$ cat config.mk
export PLATFORM = sky130hd
export DESIGN_NAME = lds_handler
export DESIGN_NICKNAME = d
export VERILOG_FILES = /design/src/verilog/lds_pkg.sv /design/src/verilog/lds_range_chk.sv /design/src/verilog/lds_err_fifo.sv /design/src/verilog/lds_handler.sv
export SDC_FILE = /design/constraint.sdc
export NUM_CORES = 1
export LEC_CHECK = 0
export CELL_PAD_IN_SITES_DETAIL_PLACEMENT = 0
export CELL_PAD_IN_SITES_GLOBAL_PLACEMENT = 1
export CORE_MARGIN = 2
export CORE_UTILIZATION = 35
export DETAILED_ROUTE_END_ITERATION = 10
export DONT_BUFFER_PORTS = 1
export GPL_TIMING_DRIVEN = 0
export HOLD_SLACK_MARGIN = 0.03
export PLACE_DENSITY = 0.69
export SYNTH_ARGS = -nofsm -noshare
export SYNTH_HDL_FRONTEND = slang
export SYNTH_SLANG_ARGS = --single-unit
export TNS_END_PERCENT = 20
$ cat constraint.sdc
create_clock -name core_clk -period 5.28 [get_ports core_clk]
set_input_delay 0.264 -clock core_clk [delete_from_list [all_inputs] [get_ports core_clk]]
set_output_delay 0.264 -clock core_clk [all_outputs]
set_load 0.01 [all_outputs]
$ cat src/verilog/lds_pkg.sv
// lds_pkg: constants and carrier types of the limit, display and system handler
// assumes one 10 MHz clock and a plain strobe register port with one-cycle read data
`default_nettype none
package lds_pkg;
  localparam int unsigned DW         = 32;
  localparam int unsigned FIFO_DEPTH = 8;
  localparam logic [3:0]  FIFO_FULL  = 4'h8;

  // register offsets (byte addresses)
  localparam logic [7:0] OFS_LIM_VOLT = 8'h00;
  localparam logic [7:0] OFS_LIM_CURR = 8'h04;
  localparam logic [7:0] OFS_LIM_FLO  = 8'h08;
  localparam logic [7:0] OFS_LIM_FHI  = 8'h0c;
  localparam logic [7:0] OFS_DISP     = 8'h10;
  localparam logic [7:0] OFS_ERR      = 8'h14;
  localparam logic [7:0] OFS_LOCK     = 8'h18;
  localparam logic [7:0] OFS_PON      = 8'h1c;
  localparam logic [7:0] OFS_FREQ     = 8'h20;
  localparam logic [7:0] OFS_CTRL     = 8'h24;
  localparam logic [7:0] OFS_STAT     = 8'h28;
  localparam logic [7:0] OFS_VLOW     = 8'h2c;

  // factory limit defaults: volts, tenths of amps, hertz
  localparam logic [15:0] VLIM_DFLT  = 16'h010e;
  localparam logic [15:0] CLIM_DFLT  = 16'h0064;
  localparam logic [15:0] FLO_DFLT   = 16'h002d;
  localparam logic [15:0] FHI_DFLT   = 16'h01f4;
  localparam logic [15:0] DUAL_ABOVE = 16'h00c8;

  // legal setting ranges and reset values
  localparam logic [15:0] DISP_LO  = 16'h0001;
  localparam logic [15:0] DISP_HI  = 16'h0005;
  localparam logic [15:0] PON_LO   = 16'h0000;
  localparam logic [15:0] PON_HI   = 16'h0008;
  localparam logic [15:0] LOCK_HI  = 16'h0001;
  localparam logic [3:0]  PON_FACT = 4'h8;
  localparam logic [2:0]  DISP_RST = 3'h1;

  // control and status bit positions, error word layout
  localparam int unsigned CTL_LOCAL  = 0;
  localparam int unsigned CTL_REMOTE = 1;
  localparam int unsigned CTL_SAVE   = 2;
  localparam int unsigned STS_REMOTE = 0;
  localparam int unsigned STS_DUAL   = 1;
  localparam int unsigned STS_FIXED  = 2;
  localparam int unsigned STS_PAR    = 3;
  localparam int unsigned STS_CAL    = 4;
  localparam int unsigned STS_DFLT   = 5;
  localparam int unsigned STS_CNT    = 8;
  localparam int unsigned ERR_ID     = 16;

  typedef enum logic [2:0] {
    MSG_NONE     = 3'h0,
    MSG_CMD      = 3'h1,
    MSG_PROT     = 3'h2,
    MSG_CONFLICT = 3'h3,
    MSG_RANGE    = 3'h4,
    MSG_OVF      = 3'h5
  } lds_msg_t;

  // signed error numbers, 16-bit two's complement
  function automatic logic [15:0] lds_msg_code(input lds_msg_t m);
    case (m)
      MSG_CMD:      lds_msg_code = 16'hff9c;
      MSG_PROT:     lds_msg_code = 16'hff35;
      MSG_CONFLICT: lds_msg_code = 16'hff23;
      MSG_RANGE:    lds_msg_code = 16'hff22;
      MSG_OVF:      lds_msg_code = 16'hfea2;
      default:      lds_msg_code = 16'h0000;
    endcase
  endfunction

  typedef enum logic [0:0] {
    ST_INIT = 1'b0,
    ST_RUN  = 1'b1
  } lds_st_t;

  typedef struct packed {
    logic [7:0]  addr;
    logic [31:0] wdata;
    logic        wr;
    logic        rd;
  } lds_bus_req_t;

  typedef struct packed {
    logic       go;
    logic       dflt;
    logic [3:0] sel;
  } lds_init_t;

  typedef struct packed {
    logic       wr;
    logic       lockout;
    logic [3:0] pon;
  } lds_nv_t;

  typedef struct packed {
    lds_msg_t [FIFO_DEPTH-1:0] mem;
    logic [3:0]                cnt;
  } lds_fifo_st_t;

  typedef struct packed {
    lds_st_t     st;
    logic        remote;
    logic [2:0]  disp;
    logic        lockout;
    logic [3:0]  pon;
    logic [15:0] freq;
    logic        push;
    lds_msg_t    push_id;
    logic [31:0] rdata;
    logic        nv_wr;
    logic        cal_save;
    lds_init_t   init;
  } lds_state_t;
endpackage
`default_nettype wire

$ cat src/verilog/lds_range_chk.sv
// lds_range_chk: inclusive range test of a 16-bit setting value
// assumes lo is not above hi; purely combinational
`timescale 1ns/1ps
`default_nettype none
module lds_range_chk (
  input  wire logic [15:0] val, // value under test
  input  wire logic [15:0] lo,  // least legal value
  input  wire logic [15:0] hi,  // greatest legal value
  output logic             ok   // value within lo..hi
);
  // both bounds inclusive
  assign ok = (val >= lo) && (val <= hi);
endmodule
`default_nettype wire

$ cat src/verilog/lds_err_fifo.sv
// lds_err_fifo: shifting error queue with an overflow marker in its last slot
// assumes at most one push and one pop per cycle from the handler
`timescale 1ns/1ps
`default_nettype none
module lds_err_fifo (
  input  wire logic              core_clk, // system clock
  input  wire logic              rst_n,    // async reset, active low
  input  wire logic              push,     // store one error
  input  wire lds_pkg::lds_msg_t push_id,  // error to store
  input  wire logic              pop,      // remove head entry
  output lds_pkg::lds_msg_t      head,     // oldest entry, none when empty
  output logic [3:0]             cnt       // entries held
);
  lds_pkg::lds_fifo_st_t s_r;
  lds_pkg::lds_fifo_st_t s_nxt;

  // pop shifts down first, then a push lands behind the survivors
  always_comb
  begin
    s_nxt = s_r;
    if (pop && (s_r.cnt != 4'h0))
    begin
      for (int i = 0; i < lds_pkg::FIFO_DEPTH - 1; i++)
      begin
        s_nxt.mem[i] = s_r.mem[i+1];
      end
      s_nxt.mem[lds_pkg::FIFO_DEPTH-1] = lds_pkg::MSG_NONE;
      s_nxt.cnt = s_r.cnt - 4'h1;
    end
    if (push)
    begin
      if (s_nxt.cnt == lds_pkg::FIFO_FULL)
        s_nxt.mem[lds_pkg::FIFO_DEPTH-1] = lds_pkg::MSG_OVF;
      else
      begin
        s_nxt.mem[s_nxt.cnt[2:0]] = push_id;
        s_nxt.cnt = s_nxt.cnt + 4'h1;
      end
    end
  end

  // state register
  always_ff @(posedge core_clk or negedge rst_n)
  begin
    if (!rst_n)
      s_r <= '0;
    else
      s_r <= s_nxt;
  end

  assign head = s_r.mem[0]; // empty slots hold none
  assign cnt  = s_r.cnt;
endmodule
`default_nettype wire

$ cat src/verilog/lds_handler.sv
// lds_handler: limit queries, readout select, error queue and system control
// assumes a register master that never overlaps strobes; straps valid at reset release
//
// The strobed register port and the register addresses were left to the implementer.
`timescale 1ns/1ps
`default_nettype none
module lds_handler #(
  parameter logic [15:0] VLIM    = lds_pkg::VLIM_DFLT, // voltage limit
  parameter logic [15:0] CLIM    = lds_pkg::CLIM_DFLT, // low-range current limit
  parameter logic [15:0] FLIM_LO = lds_pkg::FLO_DFLT,  // lower frequency limit
  parameter logic [15:0] FLIM_HI = lds_pkg::FHI_DFLT   // upper frequency limit
) (
  input  wire logic                  core_clk,     // 10 MHz clock
  input  wire logic                  rst_n,        // async reset, active low
  input  wire lds_pkg::lds_bus_req_t bus_req,      // register request
  output logic [31:0]                bus_rdata,    // read data, cycle after read
  input  wire logic                  par_bus_sel,  // parallel bus in use
  input  wire logic                  ren,          // parallel bus remote enable
  input  wire logic                  cal_mode,     // calibration mode active
  input  wire logic                  pu_lockout,   // stored power-up lockout
  input  wire logic [3:0]            pu_sel,       // stored power-on selector
  input  wire logic                  pu_sel_valid, // selected state data valid
  output logic                       remote,       // remote state, keys locked
  output logic [2:0]                 disp_mode,    // right display selection
  output logic [15:0]                freq_set,     // accepted frequency
  output logic                       cal_save,     // coefficient save pulse
  output lds_pkg::lds_nv_t           nv,           // non-volatile setting write
  output lds_pkg::lds_init_t         init          // power-up load request
);
  localparam logic FIX_F = (FLIM_LO == FLIM_HI);
  localparam logic DUAL  = (VLIM > lds_pkg::DUAL_ABOVE);

  lds_pkg::lds_state_t s_r;
  lds_pkg::lds_state_t s_nxt;
  lds_pkg::lds_msg_t   err_head;
  logic [3:0]          err_cnt;
  logic                err_pop;
  logic                disp_ok;
  logic                pon_ok;
  logic                lock_ok;
  logic                freq_ok;
  logic                hi_zero;
  logic                wr_lim;
  logic [15:0]         vlow;

  // range checks of incoming setting values
  lds_range_chk u_disp_chk (
    .val (bus_req.wdata[15:0]),
    .lo  (lds_pkg::DISP_LO),
    .hi  (lds_pkg::DISP_HI),
    .ok  (disp_ok)
  );

  lds_range_chk u_pon_chk (
    .val (bus_req.wdata[15:0]),
    .lo  (lds_pkg::PON_LO),
    .hi  (lds_pkg::PON_HI),
    .ok  (pon_ok)
  );

  lds_range_chk u_freq_chk (
    .val (bus_req.wdata[15:0]),
    .lo  (FLIM_LO),
    .hi  (FLIM_HI),
    .ok  (freq_ok)
  );

  // error queue
  lds_err_fifo u_err (
    .core_clk (core_clk),
    .rst_n    (rst_n),
    .push     (s_r.push),
    .push_id  (s_r.push_id),
    .pop      (err_pop),
    .head     (err_head),
    .cnt      (err_cnt)
  );

  // request decode helpers
  assign hi_zero = (bus_req.wdata[31:16] == 16'h0000);
  assign lock_ok = (bus_req.wdata[15:0] <= lds_pkg::LOCK_HI);
  assign wr_lim  = bus_req.wr && ((bus_req.addr == lds_pkg::OFS_LIM_VOLT)
                 || (bus_req.addr == lds_pkg::OFS_LIM_CURR)
                 || (bus_req.addr == lds_pkg::OFS_LIM_FLO)
                 || (bus_req.addr == lds_pkg::OFS_LIM_FHI));
  assign err_pop = bus_req.rd && (bus_req.addr == lds_pkg::OFS_ERR);
  assign vlow    = DUAL ? {1'b0, VLIM[15:1]} : VLIM;

  // next-state logic: reads, writes, remote state and power-up load
  always_comb
  begin
    s_nxt          = s_r;
    s_nxt.push     = 1'b0;
    s_nxt.push_id  = lds_pkg::MSG_NONE;
    s_nxt.rdata    = 32'h0000_0000;
    s_nxt.nv_wr    = 1'b0;
    s_nxt.cal_save = 1'b0;
    s_nxt.init.go  = 1'b0;
    // read data for the next cycle only
    if (bus_req.rd)
    begin
      case (bus_req.addr)
        lds_pkg::OFS_LIM_VOLT: s_nxt.rdata = {16'h0000, VLIM};
        lds_pkg::OFS_LIM_CURR: s_nxt.rdata = {16'h0000, CLIM};
        lds_pkg::OFS_LIM_FLO:  s_nxt.rdata = {16'h0000, FLIM_LO};
        lds_pkg::OFS_LIM_FHI:  s_nxt.rdata = {16'h0000, FLIM_HI};
        lds_pkg::OFS_DISP:     s_nxt.rdata = {29'h0000_0000, s_r.disp};
        lds_pkg::OFS_ERR:
          s_nxt.rdata = {13'h0000, err_head, lds_pkg::lds_msg_code(err_head)};
        lds_pkg::OFS_LOCK:     s_nxt.rdata = {31'h0000_0000, s_r.lockout};
        lds_pkg::OFS_PON:      s_nxt.rdata = {28'h000_0000, s_r.pon};
        lds_pkg::OFS_FREQ:     s_nxt.rdata = {16'h0000, s_r.freq};
        lds_pkg::OFS_VLOW:     s_nxt.rdata = {16'h0000, vlow};
        lds_pkg::OFS_STAT:
        begin
          s_nxt.rdata[lds_pkg::STS_REMOTE] = s_r.remote;
          s_nxt.rdata[lds_pkg::STS_DUAL]   = DUAL;
          s_nxt.rdata[lds_pkg::STS_FIXED]  = FIX_F;
          s_nxt.rdata[lds_pkg::STS_PAR]    = par_bus_sel;
          s_nxt.rdata[lds_pkg::STS_CAL]    = cal_mode;
          s_nxt.rdata[lds_pkg::STS_DFLT]   = s_r.init.dflt;
          s_nxt.rdata[lds_pkg::STS_CNT+:4] = err_cnt;
        end
        default:               s_nxt.rdata = 32'h0000_0000;
      endcase
    end
    // writes
    if (bus_req.wr)
    begin
      case (bus_req.addr)
        lds_pkg::OFS_LIM_VOLT, lds_pkg::OFS_LIM_CURR,
        lds_pkg::OFS_LIM_FLO, lds_pkg::OFS_LIM_FHI:
        begin
          s_nxt.push    = 1'b1;
          s_nxt.push_id = lds_pkg::MSG_PROT;
        end
        lds_pkg::OFS_DISP:
          if (disp_ok && hi_zero)
            s_nxt.disp = bus_req.wdata[2:0];
          else
          begin
            s_nxt.push    = 1'b1;
            s_nxt.push_id = lds_pkg::MSG_RANGE;
          end
        lds_pkg::OFS_LOCK:
          if (lock_ok && hi_zero)
          begin
            s_nxt.lockout = bus_req.wdata[0];
            s_nxt.nv_wr   = 1'b1;
          end
          else
          begin
            s_nxt.push    = 1'b1;
            s_nxt.push_id = lds_pkg::MSG_RANGE;
          end
        lds_pkg::OFS_PON:
          if (pon_ok && hi_zero)
          begin
            s_nxt.pon   = bus_req.wdata[3:0];
            s_nxt.nv_wr = 1'b1;
          end
          else
          begin
            s_nxt.push    = 1'b1;
            s_nxt.push_id = lds_pkg::MSG_RANGE;
          end
        lds_pkg::OFS_FREQ:
          if (FIX_F && (!hi_zero || (bus_req.wdata[15:0] != FLIM_LO)))
          begin
            s_nxt.push    = 1'b1;
            s_nxt.push_id = lds_pkg::MSG_CMD;
          end
          else if (!freq_ok || !hi_zero)
          begin
            s_nxt.push    = 1'b1;
            s_nxt.push_id = lds_pkg::MSG_RANGE;
          end
          else
            s_nxt.freq = bus_req.wdata[15:0];
        lds_pkg::OFS_CTRL:
        begin
          // serial go-local and go-remote, ignored under the parallel bus
          if (!par_bus_sel && bus_req.wdata[lds_pkg::CTL_LOCAL])
            s_nxt.remote = 1'b0;
          if (!par_bus_sel && bus_req.wdata[lds_pkg::CTL_REMOTE])
            s_nxt.remote = 1'b1;
          if (bus_req.wdata[lds_pkg::CTL_SAVE])
          begin
            if (cal_mode)
              s_nxt.cal_save = 1'b1;
            else
            begin
              s_nxt.push    = 1'b1;
              s_nxt.push_id = lds_pkg::MSG_CONFLICT;
            end
          end
        end
        default:
        begin
        end
      endcase
    end
    // parallel bus owns remote state
    if (par_bus_sel)
      s_nxt.remote = ren;
    // one-time power-up load after reset release
    unique case (s_r.st)
      lds_pkg::ST_INIT:
      begin
        s_nxt.st        = lds_pkg::ST_RUN;
        s_nxt.lockout   = pu_lockout;
        s_nxt.pon       = pu_sel;
        s_nxt.remote    = par_bus_sel ? ren : pu_lockout;
        s_nxt.init.go   = 1'b1;
        s_nxt.init.sel  = pu_sel;
        s_nxt.init.dflt = !pu_sel_valid || (pu_sel >= lds_pkg::PON_FACT);
      end
      lds_pkg::ST_RUN:
      begin
      end
    endcase
  end

  // state register
  always_ff @(posedge core_clk or negedge rst_n)
  begin
    if (!rst_n)
    begin
      s_r      <= '0;
      s_r.disp <= lds_pkg::DISP_RST;
      s_r.freq <= FLIM_LO;
    end
    else
      s_r <= s_nxt;
  end

  // outputs straight from the state register
  assign bus_rdata  = s_r.rdata;
  assign remote     = s_r.remote;
  assign disp_mode  = s_r.disp;
  assign freq_set   = s_r.freq;
  assign cal_save   = s_r.cal_save;
  assign init       = s_r.init;
  assign nv         = '{wr: s_r.nv_wr, lockout: s_r.lockout, pon: s_r.pon};
endmodule
`default_nettype wire

==> impl_metrics.env <==
export IMPL_netlist_instances=498
export IMPL_p_leak_nw=2.62
export IMPL_cts_root_buffer="clkbuf_16"
export IMPL_antenna_found_initial=0
export IMPL_combPwrFrac_pct=17.4
export IMPL_multi_input_area_mm2=0.00227
export IMPL_cts_repair_resized=0
export IMPL_grt_max_degree=86
export IMPL_rsz0062_at_grt="no"
export IMPL_cp_max_fo=10
export IMPL_seq_power_share_pct=43.5
export IMPL_vias=3825
export IMPL_post_cts_buffers=0
export IMPL_r2r_start="u_err.cnt[0]"
export IMPL_htree_levels=3
export IMPL_clkLatencyLatePin_ps=340
export IMPL_cp_data_required_time_ps=5510
export IMPL_setup_viol=0
export IMPL_relSlewSlack_pct=36.9
export IMPL_netlist_area_mm2=0.00497
export IMPL_die_x_um=123
export IMPL_wl_met1_um=5890
export IMPL_p_switching_w=0.000458
export IMPL_power_density_mw_per_mm2=287
export IMPL_nets=585
export IMPL_hold_path_class="primary input to register"
export IMPL_netlist_area_leader_share_pct=40.3
export IMPL_ys_seq_area_share_pct=42.9
export IMPL_rows=43
export IMPL_dr_pass1_iters=5
export IMPL_max_cap_viol_count=0
export IMPL_grtUsageTotal_pct=17.6
export IMPL_p_int_w=0.00115
export IMPL_hpwl_um=9510
export IMPL_cts_sinks=85
export IMPL_drc=0
export IMPL_gp_congestion=0.869
export IMPL_synthTopCellsByArea="dfrtp_1 40%, buf_4 9.5%, mux2_2 9.1%"
export IMPL_die_y_um=123
export IMPL_switching_share_pct=28.4
export IMPL_min_from="par_bus_sel"
export IMPL_cp_startpoint="u_err.cnt[0]"
export IMPL_setup_tns_ps=0
export IMPL_n_fill_cell=1369
export IMPL_yosys_area_top_type="dfrtp_1"
export IMPL_routed_via_density=5.37
export IMPL_cts_buffers=9
export IMPL_ys_ff_latch=85
export IMPL_critPathCaptureType="register"
export IMPL_seqCellArea_mm2=0.00213
export IMPL_wl_met2_um=5570
export IMPL_fin_crit_sh_pct=78.7
export IMPL_fin_skew_ps=7.83
export IMPL_crit_type="register to register"
export IMPL_fin_crit_ps=4160
export IMPL_grt_pass1_vias=3798
export IMPL_cts_tree="built"
export IMPL_layout_drive_gt1_share_pct=25.2
export IMPL_grt_ovfl_total=0
export IMPL_clockPowerShare_pct=39.2
export IMPL_port_buffers=0
export IMPL_cts_buffer_depth=2
export IMPL_detail_route_iter0_violations=207
export IMPL_peakVddDrop_mv=0.143
export IMPL_crit_arrival_ps=4390
export IMPL_cts_reportedPaths_clkPinSlew_ps=60
export IMPL_synth_cell_types=58
export IMPL_highest_layer="met4"
export IMPL_synth_ff_type="dfrtp_1"
export IMPL_ios=118
export IMPL_initial_core_util_pct=35.8
export IMPL_cts_hold_buf=5
export IMPL_status="finished, final reports clean"
export IMPL_tightest_slew_ps=945
export IMPL_met3_length_um=986
export IMPL_maxSlewViolCount=0
export IMPL_synthArstFlopShare_pct=100
export IMPL_start_kind="register"
export IMPL_areaGrowthSynthToFinish_pct=12.8
export IMPL_core_mm2=0.0139
export IMPL_synth_edf_count=0
export IMPL_grt_pass1_wl_um=20300
export IMPL_fmax_mhz=241
export IMPL_hold_viol_final=0
export IMPL_ant_nets=0
export IMPL_fin_util_pct=40.4
export IMPL_antenna_cells=0
export IMPL_wire_per_inst_um=17.7
export IMPL_dieArea_mm2=0.0152
export IMPL_synth_area_per_cell_um2=9.98
export IMPL_wl_um=12600
export IMPL_yosys_warnings=0
## final timing paths
kind	slack (ps)	depth (start not counted)	to
max	1120	14	u_err.s_r[10]
min	50	2	remote
max reg2reg	1120	14	u_err.s_r[10]
min reg2reg	480	1	init[1]
max in group asynchronous	4450	2	freq_set[3]
min in group asynchronous	470	2	init[0]
## kinds of logic (layout without fill, tap and decap cells)
logic type / count (synthesis) / count (layout) / synth area share, %
buffers and inverters: 98 / 120 / 12.3
flip-flops: 85 / 85 / 42.9
multiplexers: 57 / 57 / 12.8
other: 2 / 14 / 0.151
AO/OA/AOI/OAI: 98 / 98 / 13.3
adder cells (fa/ha/maj): 5 / 5 / 1.26
AND/OR/NAND/NOR: 147 / 147 / 16.2
XOR/XNOR: 6 / 6 / 1.06
## cell usage in the layout, fill, tap and decap left out, types with 6 or more instances in the layout
cell,synthesis,final
clkbuf_16,0,9
mux2i_1,14,14
dfrtp_1,80,80
nor2_1,24,24
nand2_1,30,30
clkbuf_1,18,20
nand3_1,11,11
nor2b_1,12,12
a21oi_1,25,25
conb_1,2,14
nor4_1,12,12
mux2_2,40,40
or3_1,6,6
and3_1,6,6
o21ai_0,15,15
inv_1,16,16
a22oi_1,9,9
buf_4,63,63
nand2b_1,6,6
nor3_1,10,10
## power groups by stage
stage,clock [W],combinational (W),sequential (W)
finish,0.000630,0.000280,0.000700
global route,0.000669,0.000312,0.000704
CTS,0.000644,0.000277,0.000700
detailed placement,0,0.000258,0.000712
global placement,0,0.000255,0.000711
floorplan,0,0.000207,0.000703
## registers in the layout, summed over array words and instances (netlist names)
register    count
remote          1
init            6
bus_rdata      19
s_r             5
freq_set       16
disp_mode       3
cal_save        1
nv              6
u_err.cnt       4
u_err.s_r      21
u_err.head      3
## critical path: stages, from the launching register on
cell      delay (ps)
dfrtp_1          360
clkbuf_1         220
inv_1            210
ha_1             230
or3b_2           450
clkbuf_1         190
nand2_1          330
clkbuf_1         500
o21ai_0          250
inv_1            100
ha_1             180
nand2_1           70
mux2i_1          360
a2111o_1         250
mux2_1           330
## cell type report
| cell class | instances | area share, % |
|---|---|---|
| timing repair buffer | 6 | 1.38 |
| sequential | 85 | 38.0 |
| clock inverter | 5 | 1.03 |
| inverter | 16 | 1.07 |
| buffer | 82 | 9.84 |
| multi-input combinational | 327 | 40.5 |
| tap | 180 | 4.02 |
| clock buffer | 11 | 4.15 |
## per-stage QoR
| step | instances | area [µm²] | setup slack, ps | power [W] | hold slack (ps) |
|---|---|---|---|---|---|
| finish | 712 | 5610 | 1120 | 0.00161 | 51.4 |
| global route | 712 | 5610 | 770 | 0.00169 | 55.6 |
| CTS | 711 | 5600 | 1110 | 0.00162 | 35.0 |
| detailed placement | 690 | 5240 | 1100 | 0.000970 | -29.7 |
| global placement | 690 | 5240 | 1200 | 0.000967 | -29.4 |
| floorplan | 510 | 5020 | 1820 | 0.000910 | -31.6 |
## synthesized netlist by cell type, types with 5 or more instances
cell,number
nand3_1,11
buf_4,63
inv_1,16
dfstp_2,5
nor3_1,10
nor2b_1,12
mux2i_1,14
a21oi_1,25
nor2_1,24
ha_1,5
nand2b_1,6
clkbuf_1,18
nand2_1,30
mux2_2,40
a22oi_1,9
or3_1,6
dfrtp_1,80
nor4_1,12
o21ai_0,15
and3_1,6
## routing by layer
metal  track usage (%)  vias up
met3              4.34       18
met4              5.47        0
met5                 0        -
li1                  -     1780
met1              24.8     1874
met2              26.6      153
(Power assumes the default switching activity.)
